**src/verilog/mitf_pkg.sv**
```systemverilog
package mitf_pkg;

  // Register byte offsets on the APB slave.
  localparam logic [7:0] OFS_INSTR      = 8'h00;
  localparam logic [7:0] OFS_MEM        = 8'h04;
  localparam logic [7:0] OFS_WORK       = 8'h08;
  localparam logic [7:0] OFS_FLAGS      = 8'h0c;
  localparam logic [7:0] OFS_PC         = 8'h10;
  localparam logic [7:0] OFS_STACK_TOP  = 8'h14;
  localparam logic [7:0] OFS_PROG_WORD  = 8'h18;
  localparam logic [7:0] OFS_STATUS     = 8'h1c;
  localparam logic [7:0] OFS_TABLE_ADDR = 8'h20;
  localparam logic [7:0] OFS_WAKE       = 8'h24;

  // Widths of the program counter and the program word.
  localparam int unsigned PC_W = 12;
  localparam int unsigned PW_W = 15;

  // Field positions inside the instruction register.
  localparam int unsigned OP_LSB     = 0;
  localparam int unsigned BIT_LSB    = 6;
  localparam int unsigned PC_LOW_POS = 9;
  localparam int unsigned IMM_LSB    = 16;
  localparam int unsigned ADDR_LSB   = 16;

  // Flag register bit positions.
  localparam int unsigned FLG_CARRY = 0;
  localparam int unsigned FLG_TOUT  = 1;
  localparam int unsigned FLG_PDOWN = 2;

  // Values after reset and the last program page.
  localparam logic [7:0]      RST_BYTE = 8'h00;
  localparam logic [PC_W-1:0] RST_PC   = 12'h000;
  localparam logic [3:0]      LAST_PAGE = 4'hf;

  // Cycle counts of one and two machine cycles.
  localparam logic [1:0] CYC_ONE = 2'h1;
  localparam logic [1:0] CYC_TWO = 2'h2;

  // Last pre-clear watchdog instruction seen.
  typedef enum logic [1:0] {mitf_pre_none, mitf_pre_first, mitf_pre_second} mitf_pre_t;

  // Instruction codes accepted by the instruction register.
  typedef enum logic [5:0] {
    idle_op, rotate_right_to_work, rotate_right_in_place, rotate_right_carry_to_work,
    rotate_right_carry_in_place, rotate_left_to_work, rotate_left_in_place,
    rotate_left_carry_to_work, rotate_left_carry_in_place, copy_mem_to_work,
    copy_work_to_mem, copy_imm_to_work, bit_clear_op, bit_set_op, jump_op, call_op,
    subroutine_exit, subroutine_exit_load_work, interrupt_exit, skip_when_zero,
    skip_when_zero_load_work, skip_when_bit_zero, skip_when_bit_one, skip_after_increment,
    skip_after_decrement, skip_after_increment_to_work, skip_after_decrement_to_work,
    table_read_current_page, table_read_last_page, clear_op, set_byte_op, watchdog_clear,
    watchdog_preclear_first, watchdog_preclear_second, nibble_exchange_in_place,
    nibble_exchange_to_work, power_down_op
  } mitf_op_t;

endpackage : mitf_pkg
```
**src/verilog/mitf_core.sv**
```systemverilog
`timescale 1ns/1ps
// What this block does
// - Plain rotates shift one bit, one cycle, no flags.
// - Carry rotates pass the bit through carry.
// - Copies move data in one cycle, no flags.
// - Bit clear or set touches one bit.
// - Jump, call and returns take two cycles.
// - Skips take two cycles only when skipping.
// - Writing program counter low byte costs two cycles.
// - Pre-clear pair clears flags only back to back.
// - Power-down runs one cycle, updates both flags.
// - Current-page table read fills latch and memory.
// - Last-page table read uses the last page.
// - Nibble exchange swaps halves in one cycle.
// - Increment or decrement skips on zero result.
// - Byte-zero skip, variant also loads work register.
// - Bit-test skips on bit zero or one.
// - Watchdog clear clears counter and both flags.
// - Power-down stops clock, sets flag, clears timeout.
// - Call pushes next address, loads the target.
module mitf_core #(
  parameter int unsigned APB_AW = 8
) (
  input  wire logic                      pclk,
  input  wire logic                      presetn,
  input  wire logic                      psel,
  input  wire logic                      penable,
  input  wire logic                      pwrite,
  input  wire logic [APB_AW-1:0]         paddr,
  input  wire logic [31:0]               pwdata,
  output logic                           pready,
  output logic                           pslverr,
  output logic [31:0]                    prdata,
  output logic                           clock_stop,
  output logic                           watchdog_clear_pulse,
  output logic                           stack_push,
  output logic [mitf_pkg::PC_W-1:0]      stack_push_data,
  output logic [mitf_pkg::PC_W-1:0]      table_fetch_addr
);

  // All state of the block.
  typedef struct packed {
    logic                         pready;
    logic                         pslverr;
    logic [31:0]                  prdata;
    logic [7:0]                   mem;
    logic [7:0]                   work;
    logic                         carry;
    logic                         tout;
    logic                         pdown;
    logic [mitf_pkg::PC_W-1:0]    pc;
    logic [mitf_pkg::PC_W-1:0]    stack_top;
    logic [mitf_pkg::PW_W-1:0]    prog_word;
    logic [mitf_pkg::PW_W-9:0]    tbl_high;
    logic [mitf_pkg::PC_W-1:0]    tbl_addr;
    logic                         busy;
    logic                         halted;
    logic [1:0]                   cycles;
    logic                         dest_mem;
    logic                         skip;
    logic                         push;
    logic [mitf_pkg::PC_W-1:0]    stack_data;
    logic                         wdt_clear;
    mitf_pkg::mitf_pre_t          pre_last;
    logic [31:0]                  instr;
  } mitf_state_t;

  mitf_state_t s_ff;
  mitf_state_t nxt_s;

  logic        apb_fire;
  logic        exec_go;
  logic        rd_err;
  logic [31:0] rd_data;
  logic [7:0]  addr8;

  // Tells whether an instruction code belongs to the conditional skips.
  function automatic logic mitf_is_skip(input mitf_pkg::mitf_op_t op);
    case (op)
      mitf_pkg::skip_when_zero, mitf_pkg::skip_when_zero_load_work,
      mitf_pkg::skip_when_bit_zero, mitf_pkg::skip_when_bit_one,
      mitf_pkg::skip_after_increment, mitf_pkg::skip_after_decrement,
      mitf_pkg::skip_after_increment_to_work, mitf_pkg::skip_after_decrement_to_work:
        mitf_is_skip = 1'b1;
      default:
        mitf_is_skip = 1'b0;
    endcase
  endfunction : mitf_is_skip

  // Bus decode; a transfer completes on the edge where the registered ready is high.
  assign addr8    = paddr[7:0];
  assign apb_fire = psel && penable && s_ff.pready;
  assign exec_go  = apb_fire && pwrite && (addr8 == mitf_pkg::OFS_INSTR) && !s_ff.pslverr;

  // Read data and error answer, captured on the same edge that raises ready.
  always_comb begin
    rd_data = 32'h0000_0000;
    rd_err  = 1'b0;
    case (addr8)
      mitf_pkg::OFS_INSTR:      rd_data = s_ff.instr;
      mitf_pkg::OFS_MEM:        rd_data = {24'h00_0000, s_ff.mem};
      mitf_pkg::OFS_WORK:       rd_data = {24'h00_0000, s_ff.work};
      mitf_pkg::OFS_FLAGS:      rd_data = {29'h0000_0000, s_ff.pdown, s_ff.tout, s_ff.carry};
      mitf_pkg::OFS_PC:         rd_data = {20'h0_0000, s_ff.pc};
      mitf_pkg::OFS_STACK_TOP:  rd_data = {20'h0_0000, s_ff.stack_top};
      mitf_pkg::OFS_PROG_WORD:  rd_data = {17'h0_0000, s_ff.prog_word};
      mitf_pkg::OFS_STATUS:     rd_data = {9'h000, s_ff.tbl_high, 9'h000, s_ff.push, s_ff.skip,
                                           s_ff.dest_mem, s_ff.cycles, s_ff.halted, s_ff.busy};
      mitf_pkg::OFS_TABLE_ADDR: rd_data = {20'h0_0000, s_ff.tbl_addr};
      mitf_pkg::OFS_WAKE:       rd_err  = !pwrite;
      default:                  rd_err  = 1'b1;
    endcase
    // Status and table address are read only; instruction writes during the dummy slot or while halted are refused with an error.
    if (pwrite && (addr8 == mitf_pkg::OFS_STATUS || addr8 == mitf_pkg::OFS_TABLE_ADDR)) begin
      rd_err = 1'b1;
    end
    if (pwrite && addr8 == mitf_pkg::OFS_INSTR && (s_ff.busy || s_ff.halted)) begin
      rd_err = 1'b1;
    end
  end

  // Next state: bus answer, register writes and instruction execution.
  always_comb begin
    mitf_pkg::mitf_op_t        op;
    logic [2:0]                bidx;
    logic [7:0]                res;
    logic                      to_mem;
    logic                      to_work;
    logic                      skp;
    logic                      two;
    logic                      pc_set;
    logic [mitf_pkg::PC_W-1:0] new_pc;
    op      = mitf_pkg::idle_op;
    bidx    = 3'h0;
    res     = s_ff.mem;
    to_mem  = 1'b0;
    to_work = 1'b0;
    skp     = 1'b0;
    two     = 1'b0;
    pc_set  = 1'b0;
    new_pc  = s_ff.pc;
    nxt_s   = s_ff;
    nxt_s.push      = 1'b0;
    nxt_s.wdt_clear = 1'b0;
    nxt_s.busy      = 1'b0;
    if (psel && penable && !s_ff.pready) begin
      nxt_s.pready  = 1'b1;
      nxt_s.pslverr = rd_err;
      nxt_s.prdata  = rd_data;
    end else begin
      nxt_s.pready  = 1'b0;
      nxt_s.pslverr = 1'b0;
    end
    if (apb_fire && pwrite && !s_ff.pslverr) begin
      case (addr8)
        mitf_pkg::OFS_MEM:       nxt_s.mem = pwdata[7:0];
        mitf_pkg::OFS_WORK:      nxt_s.work = pwdata[7:0];
        mitf_pkg::OFS_FLAGS: begin
          nxt_s.carry = pwdata[mitf_pkg::FLG_CARRY];
          nxt_s.tout  = pwdata[mitf_pkg::FLG_TOUT];
          nxt_s.pdown = pwdata[mitf_pkg::FLG_PDOWN];
        end
        mitf_pkg::OFS_PC:        nxt_s.pc = pwdata[mitf_pkg::PC_W-1:0];
        mitf_pkg::OFS_STACK_TOP: nxt_s.stack_top = pwdata[mitf_pkg::PC_W-1:0];
        mitf_pkg::OFS_PROG_WORD: nxt_s.prog_word = pwdata[mitf_pkg::PW_W-1:0];
        mitf_pkg::OFS_WAKE:      nxt_s.halted = s_ff.halted && !pwdata[0];
        default: ;
      endcase
    end
    if (exec_go) begin
      op   = mitf_pkg::mitf_op_t'(pwdata[mitf_pkg::OP_LSB +: 6]);
      bidx = pwdata[mitf_pkg::BIT_LSB +: 3];
      nxt_s.instr    = pwdata;
      nxt_s.pre_last = mitf_pkg::mitf_pre_none;
      case (op)
        mitf_pkg::rotate_right_to_work:        begin res = {s_ff.mem[0], s_ff.mem[7:1]}; to_work = 1'b1; end
        mitf_pkg::rotate_right_in_place:       begin res = {s_ff.mem[0], s_ff.mem[7:1]}; to_mem = 1'b1; end
        mitf_pkg::rotate_left_to_work:         begin res = {s_ff.mem[6:0], s_ff.mem[7]}; to_work = 1'b1; end
        mitf_pkg::rotate_left_in_place:        begin res = {s_ff.mem[6:0], s_ff.mem[7]}; to_mem = 1'b1; end
        mitf_pkg::rotate_right_carry_to_work, mitf_pkg::rotate_right_carry_in_place: begin
          res = {s_ff.carry, s_ff.mem[7:1]};
          nxt_s.carry = s_ff.mem[0];
          to_work = (op == mitf_pkg::rotate_right_carry_to_work);
          to_mem  = !to_work;
        end
        mitf_pkg::rotate_left_carry_to_work, mitf_pkg::rotate_left_carry_in_place: begin
          res = {s_ff.mem[6:0], s_ff.carry};
          nxt_s.carry = s_ff.mem[7];
          to_work = (op == mitf_pkg::rotate_left_carry_to_work);
          to_mem  = !to_work;
        end
        mitf_pkg::copy_mem_to_work:  begin res = s_ff.mem; to_work = 1'b1; end
        mitf_pkg::copy_work_to_mem:  begin res = s_ff.work; to_mem = 1'b1; end
        mitf_pkg::copy_imm_to_work:  begin res = pwdata[mitf_pkg::IMM_LSB +: 8]; to_work = 1'b1; end
        mitf_pkg::bit_clear_op:      begin res = s_ff.mem & ~(8'h01 << bidx); to_mem = 1'b1; end
        mitf_pkg::bit_set_op:        begin res = s_ff.mem | (8'h01 << bidx); to_mem = 1'b1; end
        mitf_pkg::jump_op: begin
          two = 1'b1;
          pc_set = 1'b1;
          new_pc = pwdata[mitf_pkg::ADDR_LSB +: mitf_pkg::PC_W];
        end
        mitf_pkg::call_op: begin
          two = 1'b1;
          pc_set = 1'b1;
          new_pc = pwdata[mitf_pkg::ADDR_LSB +: mitf_pkg::PC_W];
          nxt_s.push       = 1'b1;
          nxt_s.stack_data = s_ff.pc + 12'h001;
        end
        mitf_pkg::subroutine_exit, mitf_pkg::interrupt_exit: begin
          two = 1'b1;
          pc_set = 1'b1;
          new_pc = s_ff.stack_top;
        end
        mitf_pkg::subroutine_exit_load_work: begin
          two = 1'b1;
          pc_set = 1'b1;
          new_pc = s_ff.stack_top;
          res = pwdata[mitf_pkg::IMM_LSB +: 8];
          to_work = 1'b1;
        end
        mitf_pkg::skip_when_zero:           skp = (s_ff.mem == 8'h00);
        mitf_pkg::skip_when_zero_load_work: begin res = s_ff.mem; to_work = 1'b1; skp = (s_ff.mem == 8'h00); end
        mitf_pkg::skip_when_bit_zero:       skp = !s_ff.mem[bidx];
        mitf_pkg::skip_when_bit_one:        skp = s_ff.mem[bidx];
        mitf_pkg::skip_after_increment, mitf_pkg::skip_after_increment_to_work: begin
          res = s_ff.mem + 8'h01;
          skp = (res == 8'h00);
          to_work = (op == mitf_pkg::skip_after_increment_to_work);
          to_mem  = !to_work;
        end
        mitf_pkg::skip_after_decrement, mitf_pkg::skip_after_decrement_to_work: begin
          res = s_ff.mem - 8'h01;
          skp = (res == 8'h00);
          to_work = (op == mitf_pkg::skip_after_decrement_to_work);
          to_mem  = !to_work;
        end
        mitf_pkg::table_read_current_page, mitf_pkg::table_read_last_page: begin
          two = 1'b1;
          nxt_s.tbl_addr = (op == mitf_pkg::table_read_last_page) ? {mitf_pkg::LAST_PAGE, s_ff.work}
                                                                  : {s_ff.pc[11:8], s_ff.work};
          nxt_s.tbl_high = s_ff.prog_word[mitf_pkg::PW_W-1:8];
          res = s_ff.prog_word[7:0];
          to_mem = 1'b1;
        end
        mitf_pkg::clear_op:    begin res = 8'h00; to_mem = 1'b1; end
        mitf_pkg::set_byte_op: begin res = 8'hff; to_mem = 1'b1; end
        mitf_pkg::watchdog_clear: begin
          nxt_s.tout  = 1'b0;
          nxt_s.pdown = 1'b0;
          nxt_s.wdt_clear = 1'b1;
        end
        mitf_pkg::watchdog_preclear_first, mitf_pkg::watchdog_preclear_second: begin
          // Only the alternate of the previous instruction completes the pair.
          if ((op == mitf_pkg::watchdog_preclear_first && s_ff.pre_last == mitf_pkg::mitf_pre_second) ||
              (op == mitf_pkg::watchdog_preclear_second && s_ff.pre_last == mitf_pkg::mitf_pre_first)) begin
            nxt_s.tout  = 1'b0;
            nxt_s.pdown = 1'b0;
            nxt_s.wdt_clear = 1'b1;
          end else begin
            nxt_s.pre_last = (op == mitf_pkg::watchdog_preclear_first) ? mitf_pkg::mitf_pre_first
                                                                       : mitf_pkg::mitf_pre_second;
          end
        end
        mitf_pkg::nibble_exchange_in_place: begin res = {s_ff.mem[3:0], s_ff.mem[7:4]}; to_mem = 1'b1; end
        mitf_pkg::nibble_exchange_to_work:  begin res = {s_ff.mem[3:0], s_ff.mem[7:4]}; to_work = 1'b1; end
        mitf_pkg::power_down_op: begin
          nxt_s.tout   = 1'b0;
          nxt_s.pdown  = 1'b1;
          nxt_s.halted = 1'b1;
          nxt_s.wdt_clear = 1'b1;
        end
        default: ; // Idle consumes one cycle and leaves memory, work and flags unchanged.
      endcase
      // A memory result aimed at the program counter low byte redirects flow.
      if (to_mem && pwdata[mitf_pkg::PC_LOW_POS]) begin
        to_mem = 1'b0;
        two    = 1'b1;
        pc_set = 1'b1;
        new_pc = {s_ff.pc[11:8], res};
      end
      if (skp) begin
        two = 1'b1;
      end
      if (to_mem) begin
        nxt_s.mem = res;
      end
      if (to_work) begin
        nxt_s.work = res;
      end
      nxt_s.pc       = pc_set ? new_pc : (s_ff.pc + (skp ? 12'h002 : 12'h001));
      nxt_s.busy     = two;
      nxt_s.cycles   = two ? mitf_pkg::CYC_TWO : mitf_pkg::CYC_ONE;
      nxt_s.dest_mem = to_mem;
      nxt_s.skip     = skp;
    end
  end

  // State register.
  always_ff @(posedge pclk or negedge presetn) begin
    if (!presetn) begin
      s_ff <= '0;
    end else begin
      s_ff <= nxt_s;
    end
  end

  // Outputs come straight from the state register.
  assign pready               = s_ff.pready;
  assign pslverr              = s_ff.pslverr;
  assign prdata               = s_ff.prdata;
  assign clock_stop           = s_ff.halted;
  assign watchdog_clear_pulse = s_ff.wdt_clear;
  assign stack_push           = s_ff.push;
  assign stack_push_data      = s_ff.stack_data;
  assign table_fetch_addr     = s_ff.tbl_addr;

  logic [5:0] go_op;
  assign go_op = pwdata[5:0];
endmodule : mitf_core

```
**config.mk**
```make
export PLATFORM = sky130hd
export DESIGN_NAME = mitf_core
export DESIGN_NICKNAME = d
export VERILOG_FILES = /design/src/verilog/mitf_pkg.sv /design/src/verilog/mitf_core.sv
export SDC_FILE = /design/constraint.sdc
export NUM_CORES = 1
export LEC_CHECK = 0
export BUFFER_PORTS_ARGS = -buffer_cell sky130_fd_sc_hd__buf_2
export CORE_MARGIN = 8
export CORE_UTILIZATION = 60
export DETAILED_ROUTE_END_ITERATION = 6
export PLACE_DENSITY = 0.81
export SETUP_SLACK_MARGIN = 0.02
export SKIP_CTS_REPAIR_TIMING = 1
export SYNTH_ARGS = -nofsm -noshare
export SYNTH_HDL_FRONTEND = slang
export SYNTH_SLANG_ARGS = --single-unit
```
**constraint.sdc**
```tcl
create_clock -name pclk -period 4.7 [get_ports pclk]
set_input_delay 0 -clock pclk [delete_from_list [all_inputs] [get_ports pclk]]
set_output_delay 0 -clock pclk [all_outputs]
set_load 0.02 [all_outputs]
```
# [After elaboration in Yosys (flattened, before gate mapping)]
# Cells that the tools add are included.
# W data, S select, Z words.
[totals] wordCells=192 latchBits=0 output_inout_bits=61 memories=0 mem_bits_ro=0 register_bits=165 mem_bits_rw=0
[classes] n_eq_ne=50 n_mux=52 addsub=4 reduce_logical=57 order_cmp=1 n_bitwise=3 n_shift=1 div=0 mul=0
[op_table] op="$pmux W32 S9" n=1
[op_table] op="$pmux W8 S14" n=1
[op_table] op="$eq A6 B5 Y1 const B" n=16
[op_table] op="$mux W12" n=5
[op_table] op="$mux W58" n=1
[op_table] op="$mux W54" n=1
[op_table] op="$eq A6 B4 Y1 const B" n=8
[op_table] op="$eq A8 B5 Y1 const B" n=4
[op_table] op="$logic_not A8 Y1" n=4
[op_table] op="$mux W8" n=4
[op_table] op="$mux W31" n=1
[op_table] op="$eq A6 B6 Y1 const B" n=5
[op_table] op="$reduce_or A2 Y1" n=13
[op_table] op="$eq A6 B3 Y1 const B" n=4
[op_table] op="$pmux W12 S2" n=1
[op_table] op="$mux W1" n=19
[op_table] op="$eq A8 B4 Y1 const B" n=2
[op_table] op="$eq A8 B6 Y1 const B" n=2
[op_table] op="$mux W15" n=1
[op_table] op="$pmux W1 S5" n=3
[op_table] op="$logic_and A1 B1 Y1" n=14
[op_table] op="$mux W2" n=7
[op_table] op="$reduce_or A7 Y1" n=2
[op_table] op="$mux W13" n=1
[op_table] op="other kinds (31)" n=48

# [Logic depth before layout (Yosys ltp)]
# Gate-level depths: netlist of run 1.
[logic_depth] ltp_word=12 depth_mapped=15 ltp_nobuf=14

# [Worst setup path after synthesis of run 1]
# No wires, ideal clock.
[synth_timing] path_kind="register -> register" startpoint="reg s_ff[125] (netlist bit)" endpoint="reg s_ff[110] (netlist bit)" stages_incl_launch_ff=13 synth_period_minus_slack_ps=3644 path_buffers=1 t_arrival_ps=3516 required_ps=4573 setup_time_ps=127 setup_slack_ps=1056 path_cell_list="dfrtp_1 -> clkbuf_1 -> or3_1 -> nor4_1 -> xnor2_1 -> and4_1 -> nor3_2 -> ha_1 -> inv_1 -> fa_1 -> or4_1 -> a311oi_1 -> o22ai_1"
[synth_via] elab_chain_cells=9 elab_cells_between_ends=14 classes_between="3 x add/sub; 7 x mux; 4 x reduce/logical"
[synth_lines] element="from (decl)" line_no="mitf_core.sv:68" rtl="mitf_state_t s_ff;"
[synth_lines] element="from (signal assigned)" line_no="mitf_core.sv:303" rtl="s_ff <= nxt_s;"
[synth_lines] element="parallel branches: the longest is 3 deep, another holds $sub A8 B1 Y8"
[synth_lines] element="$pmux W1 S5 *" line_no="mitf_core.sv:175" rtl="case (op)"
[synth_lines] element="$mux W1 *" line_no="mitf_core.sv:170" rtl="if (exec_go) begin"
[synth_lines] element="$mux W2 *" line_no="mitf_core.sv:290" rtl="nxt_s.pc = pc_set ? new_pc : (s_ff.pc + (skp ? 12'h002 : 12'h001));"
[synth_lines] element="$add A12 B2 Y12 *" line_no="mitf_core.sv:290"
[synth_lines] element="$mux W12 *" line_no="mitf_core.sv:290"
[synth_lines] element="$mux W31 *" line_no="mitf_core.sv:170"
# Mark *: on every way between the ends. The select of a mux whose other input is x is not followed.
# A chain may end at the register's enable or synchronous reset.

# [Final worst setup path of run 1]
[layout_timing] startpoint="reg s_ff[127] (netlist bit)" endpoint="reg s_ff[110] (netlist bit)"
# Same word-level chain as after synthesis.

==> results.cfg, run 1 <==
[timing]
fin_crit_sh_pct = 87.8
tightestPinTransition_ps = 967
timing.hold.ws_ps = -2.22
min_period_ps = 4120
setup_viol = 0
setup_tns_ps = 0
hold_viol = 1
fin_skew_ps = 18.5
relSlewSlack_pct = 33.9
rsz0062_at_grt = false
drv_slew = 0
max_freq_ghz = 0.242

[outcome]
run_status = complete, but fails checks
failed_checks = design-rule violations, negative hold slack

[placed_design]
dpl.hpwl_microns = 24400
place_congestion = 1.00
dpl.cell_count = 1347
post_dp_cell_area_sq_um = 10500
port_buffers = 105

[yosys]
syn_avg_cell_area_sq_um = 9.00
ys.flop_type = dfrtp_1
yosysSeqAreaShare_pct = 40.2
syn_nets = 1195
synth_top_cell_by_area = dfrtp_1
synth_edf_count = 0
async_reset_ff_share_pct = 100
yosys.area.top_type_share_pct = 40.2
synth_cells = 1141
synth_cell_types = 82
yosysWarnings = 0
ys_ff_latch = 165
syn_area_sq_um = 10300
synthAdderAreaFrac_pct = 1.17
synthMuxAreaShare_pct = 9.22
yosys.area_share.xor_xnor_pct = 2.47
synth_top_family_by_area = simple AND/OR/NAND/NOR gates
synth_compound_area_share_pct = 17.5
synth.area.top_cells = dfrtp_1 (40%), nand2_1 (6.4%), mux2_2 (5.2%), buf_4 (4.1%), mux2i_1 (3.4%)
synth-simple-area-share_pct = 20.9

[clock_network]
clock_latency_ps = 450
cts_buffer_depth = 2
cts_buffers = 17
cts.clk_slew.worst_paths_ps = 80
clkSinkCount = 165
cts_max_level = 4
root_buffer = clkbuf_16
cts_tree = yes

[pwr]
clockPowerShare_pct = 43.5
switchingPower_mw = 0.986
powerDensity_nw_per_um2 = 289
ir_drop_mv = 0.351
p_comb_share_pct = 11.6
pwr-share-seq_pct = 44.9
switching_share_pct = 30.1
p_leak_nw = 5.33
power.internal_mw = 2.29

[setup_path]
arrival_ps = 4440
cp_max_fo = 12
end_kind = flop
cp-start-kind = flop
required_ps = 5020
crit_type = flop to flop

[floorplanning]
start_util_pct = 60.4
io_pins = 106
die_area_sq_um = 21600
rows = 48
core_sq_um = 17000
fp.dieH_microns = 147
chipWidth_microns = 147

[drt]
wl_met3_microns = 3810
via_per_inst = 6.77
drt_iter0_drc = 1318
drc = 6
vias = 9512
ant_nets = 0
wl_met2_microns = 16000
wl_met1_microns = 13400
wire_per_inst_microns = 25.0
routed_wl_microns = 35200
first_pass_iters = 7
topRoutingLayerUsed = met4

[grt]
grt.overflow.total = 0
grt_pass1_vias = 9219
antenna_found_initial = 0
grt_pass1_wl_microns = 54200
grt_max_degree = 67
track_usage_pct = 32.2

[finish]
final_nets = 1222
fill_cells = 1367
mostFrequentLayoutCell = nand2_1
design_area_sq_um = 11300
drive_gt1_share_pct = 20.7
seq_area_sq_um = 4130
stdcell_count = 1406
multiInputGateArea_sq_um = 5270
antenna_cells = 0
areaGrowthSynthToFinish_pct = 10.3
layout_common_cells = nand2_1 (175), dfrtp_1 (165), buf_2 (104)

[run]
cap_violations = 0

[min_path]
hold_path.class = primary input to flop
## stage by stage
| step | utilization, % | worst slack [ps] | power, mW |
|---|---|---|---|
| 2_1_floorplan | - | 1060 | 1.73 |
| 3_3_place_gp | 61.6 | 755 | 1.85 |
| 3_5_place_dp | 61.6 | 688 | 1.85 |
| 4_1_cts | 65.1 | 662 | 3.26 |
| 5_1_grt | 66.7 | 311 | 3.37 |
| 6_report | 66.7 | 576 | 3.28 |
## layer usage
layer  up-vias  global-route usage, %
met5         -                      0
li1       4100                      -
met3       155                   8.61
met2       675                   50.1
met4         0                   17.2
met1      4582                   40.4
## critical path, cell delays in order (launching register included)
cell      delay [ps]
dfrtp_1          570
or3_1            520
nor4_1           310
xnor2_1          130
and4_1           200
nor3_2           510
ha_1             280
inv_1             60
fa_1             460
or4_1            570
a311oi_1         280
o22ai_1          100
## path summary, 6_finish.rpt
kind,cells past startpoint,slack [ps],from,to
min,3,-2,pwdata[4],s_ff[4]
max,11,580,s_ff[127],s_ff[110]
min in group asynchronous,2,130,presetn,s_ff[128]
max reg2reg,11,580,s_ff[127],s_ff[110]
max in group asynchronous,3,3420,presetn,s_ff[16]
min reg2reg,2,470,prdata[23],prdata[23]
## power by group through the flow
stage	Combinational, mW	Sequential (mW)	Clock (mW)
after floorplan	0.239	1.49	0
after global placement	0.351	1.50	0
after detailed placement	0.353	1.50	0
after CTS	0.356	1.47	1.43
after global routing	0.406	1.48	1.49
final	0.381	1.47	1.43
## synthesized netlist by cell type (all sizes together), types with 5 or more instances
master     n
nand2    176
dfrtp    165
nor2      92
buf       78
clkbuf    70
o21ai     50
mux2      47
mux2i     35
a21oi     29
nand3     27
nor3      27
a221oi    23
a22oi     19
inv       19
a31oi     17
xnor2     16
nand3b    13
o31ai     13
xor2      13
and2      12
nand4     11
or2       11
and3      10
nor2b     10
a222oi     9
nand2b     9
a211oi     8
ha         8
o21a       8
a22o       7
nor3b      7
nor4b      7
a32oi      6
and4       6
nor4       6
o2bb2ai    6
a21o       5
o2111ai    5
o22ai      5
or4        5
## cells by family (layout without fill, tap and decap cells)
kind of cell    count (synthesis)  in the layout
mux                            85             85
xor+xnor                       29             29
compound gates                245            245
flops                         165            165
simple gates                  440            440
fa+ha+maj                       9              9
buf+inv                       168            208
## final cells by class
type	count	share of cell area, %
Inverter	20	0.662
Clock inverter	15	1.55
Multi-Input combinational cell	808	46.5
Clock buffer	17	3.75
Timing Repair Buffer	156	8.67
Sequential cell	165	36.4
Tap cell	225	2.48
## flip-flops by register name, summed over array words and instances, names as in the netlist
signal / count
stack_push: 1
s_ff: 104
table_fetch_addr: 12
watchdog_clear_pulse: 1
prdata: 32
pready: 1
stack_push_data: 12
pslverr: 1
clock_stop: 1
(Power assumes the default switching activity.)
==> run 2: changes to the inputs <==
Settings changed: CORE_MARGIN 8 to 3, PLACE_DENSITY 0.81 to not set, PLACE_DENSITY_LB_ADDON set to 0.1.
==> run 2 against run 1 <==
  * The flow finishes with violations (negative hold slack)
  * Global-route usage up 5.1 points
  * Non-clock buffer count rose by 1
  * Critical path type unchanged
  * Worst setup slack improved by 160 ps
  * Final area rose by 0.22%
  * Critical path depth unchanged
  * Die area is 13% lower
  * Total power increased by 1.4%
  * Wire length decreased by 0.22%
  * Sequential power hardly changed
  * Hold slack got worse by 5.7 ps
==> results.cfg, run 2 (synthesized netlist as in run 1, its figures left out) <==
[floorplanning]
start_util_pct = 61.7
rows = 47
fp.dieH_microns = 137
core_sq_um = 16600
die_area_sq_um = 18700
chipWidth_microns = 137
io_pins = 106

[clock_network]
clock_latency_ps = 440
cts_buffer_depth = 2
root_buffer = clkbuf_16
cts_buffers = 17
cts_tree = yes
cts_max_level = 4
cts.clk_slew.worst_paths_ps = 80
clkSinkCount = 165

[pwr]
powerDensity_nw_per_um2 = 293
p_leak_nw = 5.35
ir_drop_mv = 0.248
power_mw = 3.33

[finish]
top_register = s_ff
layout_common_cells = nand2_1 (175), dfrtp_1 (165), buf_2 (104)
largest_register_ffs = 104
seq_area_sq_um = 4130
fill_cells = 1372
drive_gt1_share_pct = 20.9
antenna_cells = 0
areaGrowthSynthToFinish_pct = 10.6
stdcell_count = 1402
mostFrequentLayoutCell = nand2_1
final_nets = 1223
multiInputGateArea_sq_um = 5270

[grt]
antenna_found_initial = 0
grt.overflow.total = 0
grt_pass1_wl_microns = 52300
grt_max_degree = 80
track_usage_pct = 37.4
grt_pass1_vias = 8587

[drt]
drc = 0
vias = 9402
routed_wl_microns = 35100
ant_nets = 0
via_per_inst = 6.71
wire_per_inst_microns = 25.1
first_pass_iters = 6
drt_iter0_drc = 1247

[timing]
setup_tns_ps = 0
max_freq_ghz = 0.252
timing.hold.ws_ps = -7.96
setup_slack_ps = 737
fin_crit_sh_pct = 84.3
hold_viol = 1
min_period_ps = 3960
fin_skew_ps = 9.20
drv_slew = 0
relSlewSlack_pct = 31.3
setup_viol = 0
rsz0062_at_grt = false
tightestPinTransition_ps = 1020

[run]
cap_violations = 0

[setup_path]
cp-start-kind = flop
critPathBufInv = 1
slowest_delay_ps = 570
required_ps = 5010
cp_max_fo = 11
critical_path.cell_chain = or2_2, nor4_1, xnor2_1, and4_1, nor3_2, ha_1, inv_1, fa_1, or4_1, a311oi_1, o22ai_1
path_delay_family = simple AND/OR/NAND/NOR gates
worst_path_max_delay_cell = dfrtp_1
arrival_ps = 4270
end_kind = flop
crit_type = flop to flop

[placed_design]
port_buffers = 105
place_congestion = 1.00
dpl.cell_count = 1344
dpl.hpwl_microns = 24200
dp_slack_ps = 848

[outcome]
run_status = complete, but fails checks
failed_checks = negative hold slack

[min_path]
hold_path.class = primary input to flop
-- run 2: cell type report --
| type | count | area share (%) |
|---|---|---|
| Multi-Input combinational cell | 808 | 46.4 |
| Clock inverter | 15 | 1.77 |
| Inverter | 20 | 0.661 |
| Timing Repair Buffer | 157 | 8.69 |
| Tap cell | 220 | 2.42 |
| Clock buffer | 17 | 3.74 |
| Sequential cell | 165 | 36.3 |
-- run 2: path summary, 6_finish.rpt --
check | from | end | slack, ps | depth (start not counted)
worst max-delay path | s_ff[124] | s_ff[110] | 740 | 11
worst min-delay path | pwrite | pslverr | -8 | 3
worst max register to register | s_ff[124] | s_ff[110] | 740 | 11
worst min register to register | prdata[30] | prdata[30] | 460 | 2
max in group asynchronous | presetn | s_ff[88] | 3380 | 3
min in group asynchronous | presetn | stack_push_data[3] | 190 | 2
-- run 2: power breakdown --
part           internal (mW)  leakage (nW)  total (mW)  switching (mW)
clock                  0.777         0.302        1.48           0.699
sequential              1.45          2.22        1.47          0.0217
combinational          0.120          2.83       0.379           0.259
total                   2.35          5.35        3.33           0.980
-- run 2: metal layers --
| layer | GRT usage [%] | routed length [microns] | vias up |
|---|---|---|---|
| met3 | 8.75 | 4040 | 131 |
| met2 | 56.4 | 15900 | 684 |
| li1 | - | - | 4103 |
| met5 | 0 | 0 | - |
| met4 | 16.6 | 1740 | 0 |
| met1 | 51.5 | 13500 | 4484 |
-- run 2: tightest hold or removal path: stages --
cell     delay (ps)
buf_2           120
o21ai_0         100
a31oi_1         160
-- run 2: metrics by stage --
| stage | cell area (sq um) | util, % |
|---|---|---|
| after CTS | 11100 | 66.7 |
| after floorplan | 10300 | - |
| final | 11400 | 68.3 |
| after detailed placement | 10500 | 62.9 |
| after global routing | 11400 | 68.3 |
| after global placement | 10500 | 62.9 |
==> run 3: changes to the inputs <==
Settings changed: ABC_AREA set to 1.
Clock period 4.7 ns to 3.68 ns, I/O delays scaled along.
==> run 3 against run 2 <==
  * The run still ends with negative hold slack left
  * Clock power up 21%
  * Clock skew about the same
  * Critical endpoint is now s_ff[109]
  * First-iteration DRC count up 21%
  * Area after synthesis up 1.6%
  * Hold slack worse by 9.5 ps
  * Critical path type unchanged
==> results.cfg, run 3 <==
[timing]
fin_crit_sh_pct = 89.8
fin_skew_ps = 9.59
drv_slew = 0
relSlewSlack_pct = 26.3
rsz0062_at_grt = false
setup_viol = 0
min_period_ps = 3310
max_freq_ghz = 0.303
setup_tns_ps = 0
tightestPinTransition_ps = 1110
hold_viol = 1
timing.hold.ws_ps = -17.4

[drt]
via_per_inst = 6.02
wire_per_inst_microns = 20.6
vias = 10700
drc = 0
routed_wl_microns = 36700
drt_iter0_drc = 1515
ant_nets = 0
first_pass_iters = 7

[yosys]
synth.area.top_cells = dfrtp_1 (40%), nand2_1 (18%), o21ai_0 (6.4%), nand3_1 (5.4%), inv_1 (4.6%)
synth_cells = 1493
syn_area_sq_um = 10400
synth_top_cell_by_area = dfrtp_1
ys.flop_type = dfrtp_1
synth_compound_area_share_pct = 13.2
synth_edf_count = 0
syn_nets = 1547
yosys.area_share.xor_xnor_pct = 1.93
yosysSeqAreaShare_pct = 39.6
synth_top_family_by_area = simple AND/OR/NAND/NOR gates
synth_cell_types = 45
synthMuxAreaShare_pct = 0.324
synth-simple-area-share_pct = 31.6
syn_avg_cell_area_sq_um = 6.99
async_reset_ff_share_pct = 100
ys_ff_latch = 165
synthAdderAreaFrac_pct = 1.15
yosys.area.top_type_share_pct = 39.6
synth.most_common_cell = nand2_1
ys_top_cells_by_count = nand2_1 (496), dfrtp_1 (165), o21ai_0 (134)
yosysWarnings = 0

[clock_network]
cts_buffer_depth = 2
cts.clk_slew.worst_paths_ps = 70
cts_buffers = 17
root_buffer = clkbuf_16
cts_tree = yes
clock_latency_ps = 440
clkSinkCount = 165
cts_max_level = 4

[finish]
final_nets = 1603
areaGrowthSynthToFinish_pct = 10.8
top_register = s_ff
largest_register_ffs = 104
fill_cells = 1428
antenna_cells = 0
stdcell_count = 1782
drive_gt1_share_pct = 14.0
layout_common_cells = nand2_1 (496), dfrtp_1 (165), o21ai_0 (134)
mostFrequentLayoutCell = nand2_1
fin_util_pct = 68.7

[floorplanning]
core_sq_um = 16800
start_util_pct = 62.1
rows = 47
chipWidth_microns = 138
io_pins = 106
fp.dieH_microns = 138
die_area_sq_um = 19000

[setup_path]
required_ps = 4040
crit_top_cell = nand3_1
slowest_delay_ps = 610
arrival_ps = 3670
cp_max_fo = 12
crit_type = flop to flop
worstRegToRegCells = 18
worst_path_max_delay_cell = dfrtp_1
end_kind = flop
cp-start-kind = flop
critical_path.cell_chain = nand3_1, nor2_1, xor2_1, nor2_1, nand3_1, nand2_1, nor2_2, inv_1, ha_1, a21oi_1, nor2_1, nand2_1, nor2_1, xor2_1, nand3_1, nand3_1, nand3_1, o21ai_1

[grt]
antenna_found_initial = 1
grt_max_degree = 118
track_usage_pct = 38.9
grt_pass1_wl_microns = 55700
grt_pass1_vias = 9616
grt.overflow.total = 0

[outcome]
run_status = complete, but fails checks
failed_checks = negative hold slack

[pwr]
power_mw = 4.00
powerDensity_nw_per_um2 = 346
p_leak_nw = 6.12
ir_drop_mv = 0.347

[placed_design]
dpl.cell_count = 1725
dpl.hpwl_microns = 27100
port_buffers = 105
place_congestion = 1.05

[min_path]
hold_path.class = primary input to flop
hold_depth = 3

[run]
cap_violations = 0
## run 3: cell types whose count changed after synthesis, sizes merged, moves of 15 or more
cell | before | now
nand2 | 176 | 505
inv | 19 | 142
o21ai | 50 | 160
nand3 | 27 | 116
mux2 | 47 | 3
mux2i | 35 | 0
clkbuf | 70 | 36
nor2 | 92 | 119
a221oi | 23 | 4
a22oi | 19 | 0
nor3 | 27 | 11
o22ai | 5 | 21
a21oi | 29 | 44
a31oi | 17 | 2
## run 3: per-stage QoR
step	worst slack, ps	cell area (sq um)
floorplan	653	10400
global placement	504	10700
detailed placement	369	10700
CTS	323	11300
global route	40.6	11600
finish	374	11600
## run 3: cell type report
class	count	area (sq um)	share of cell area, %
inverter	147	552	4.77
clock inverter	14	145	1.26
tap	220	275	2.38
sequential	165	4130	35.7
multi-input combinational	1063	5050	43.7
timing repair buffer	155	970	8.39
clock buffer	18	439	3.80
## run 3: critical path: cells and delay by family (launching register included)
family	cells	cell delay (ps)
xor gates and xnor gates	2	360
buffers and inverters	1	90
and+or+nand+nor	12	1740
AOI/OAI and AO/OA	2	130
adders and majority gates	1	290
DFF	1	610
## run 3: kinds of logic after synthesis
| family | count (synthesis) |
|---|---|
| buffers and inverters | 265 |
| and+or+nand+nor | 775 |
| DFF | 165 |
| adders and majority gates | 9 |
| AOI/OAI and AO/OA | 253 |
| xor gates and xnor gates | 23 |
| muxes | 3 |
## run 3: path summary, 6_finish.rpt
| kind | from | endpoint | slack [ps] |
|---|---|---|---|
| setup / recovery | s_ff[125] | s_ff[109] | 370 |
| hold / removal | pwdata[7] | s_ff[130] | -20 |
| setup reg to reg | s_ff[125] | s_ff[109] | 370 |
| hold reg to reg | prdata[12] | prdata[12] | 470 |
| max in group asynchronous | presetn | prdata[23] | 2390 |
| min in group asynchronous | presetn | prdata[19] | 250 |
## run 3: power breakdown
group	internal, mW	switching (mW)
combinational	0.0998	0.273
sequential	1.82	0.00766
clock	0.970	0.824
total	2.89	1.11
## run 3: per-layer routing
layer	GRT usage (%)	wire length [microns]	vias up
li1	-	-	4876
met1	55.5	14800	4969
met2	57.9	16100	753
met3	7.73	4070	120
met4	16.8	1690	2
met5	0	8	-
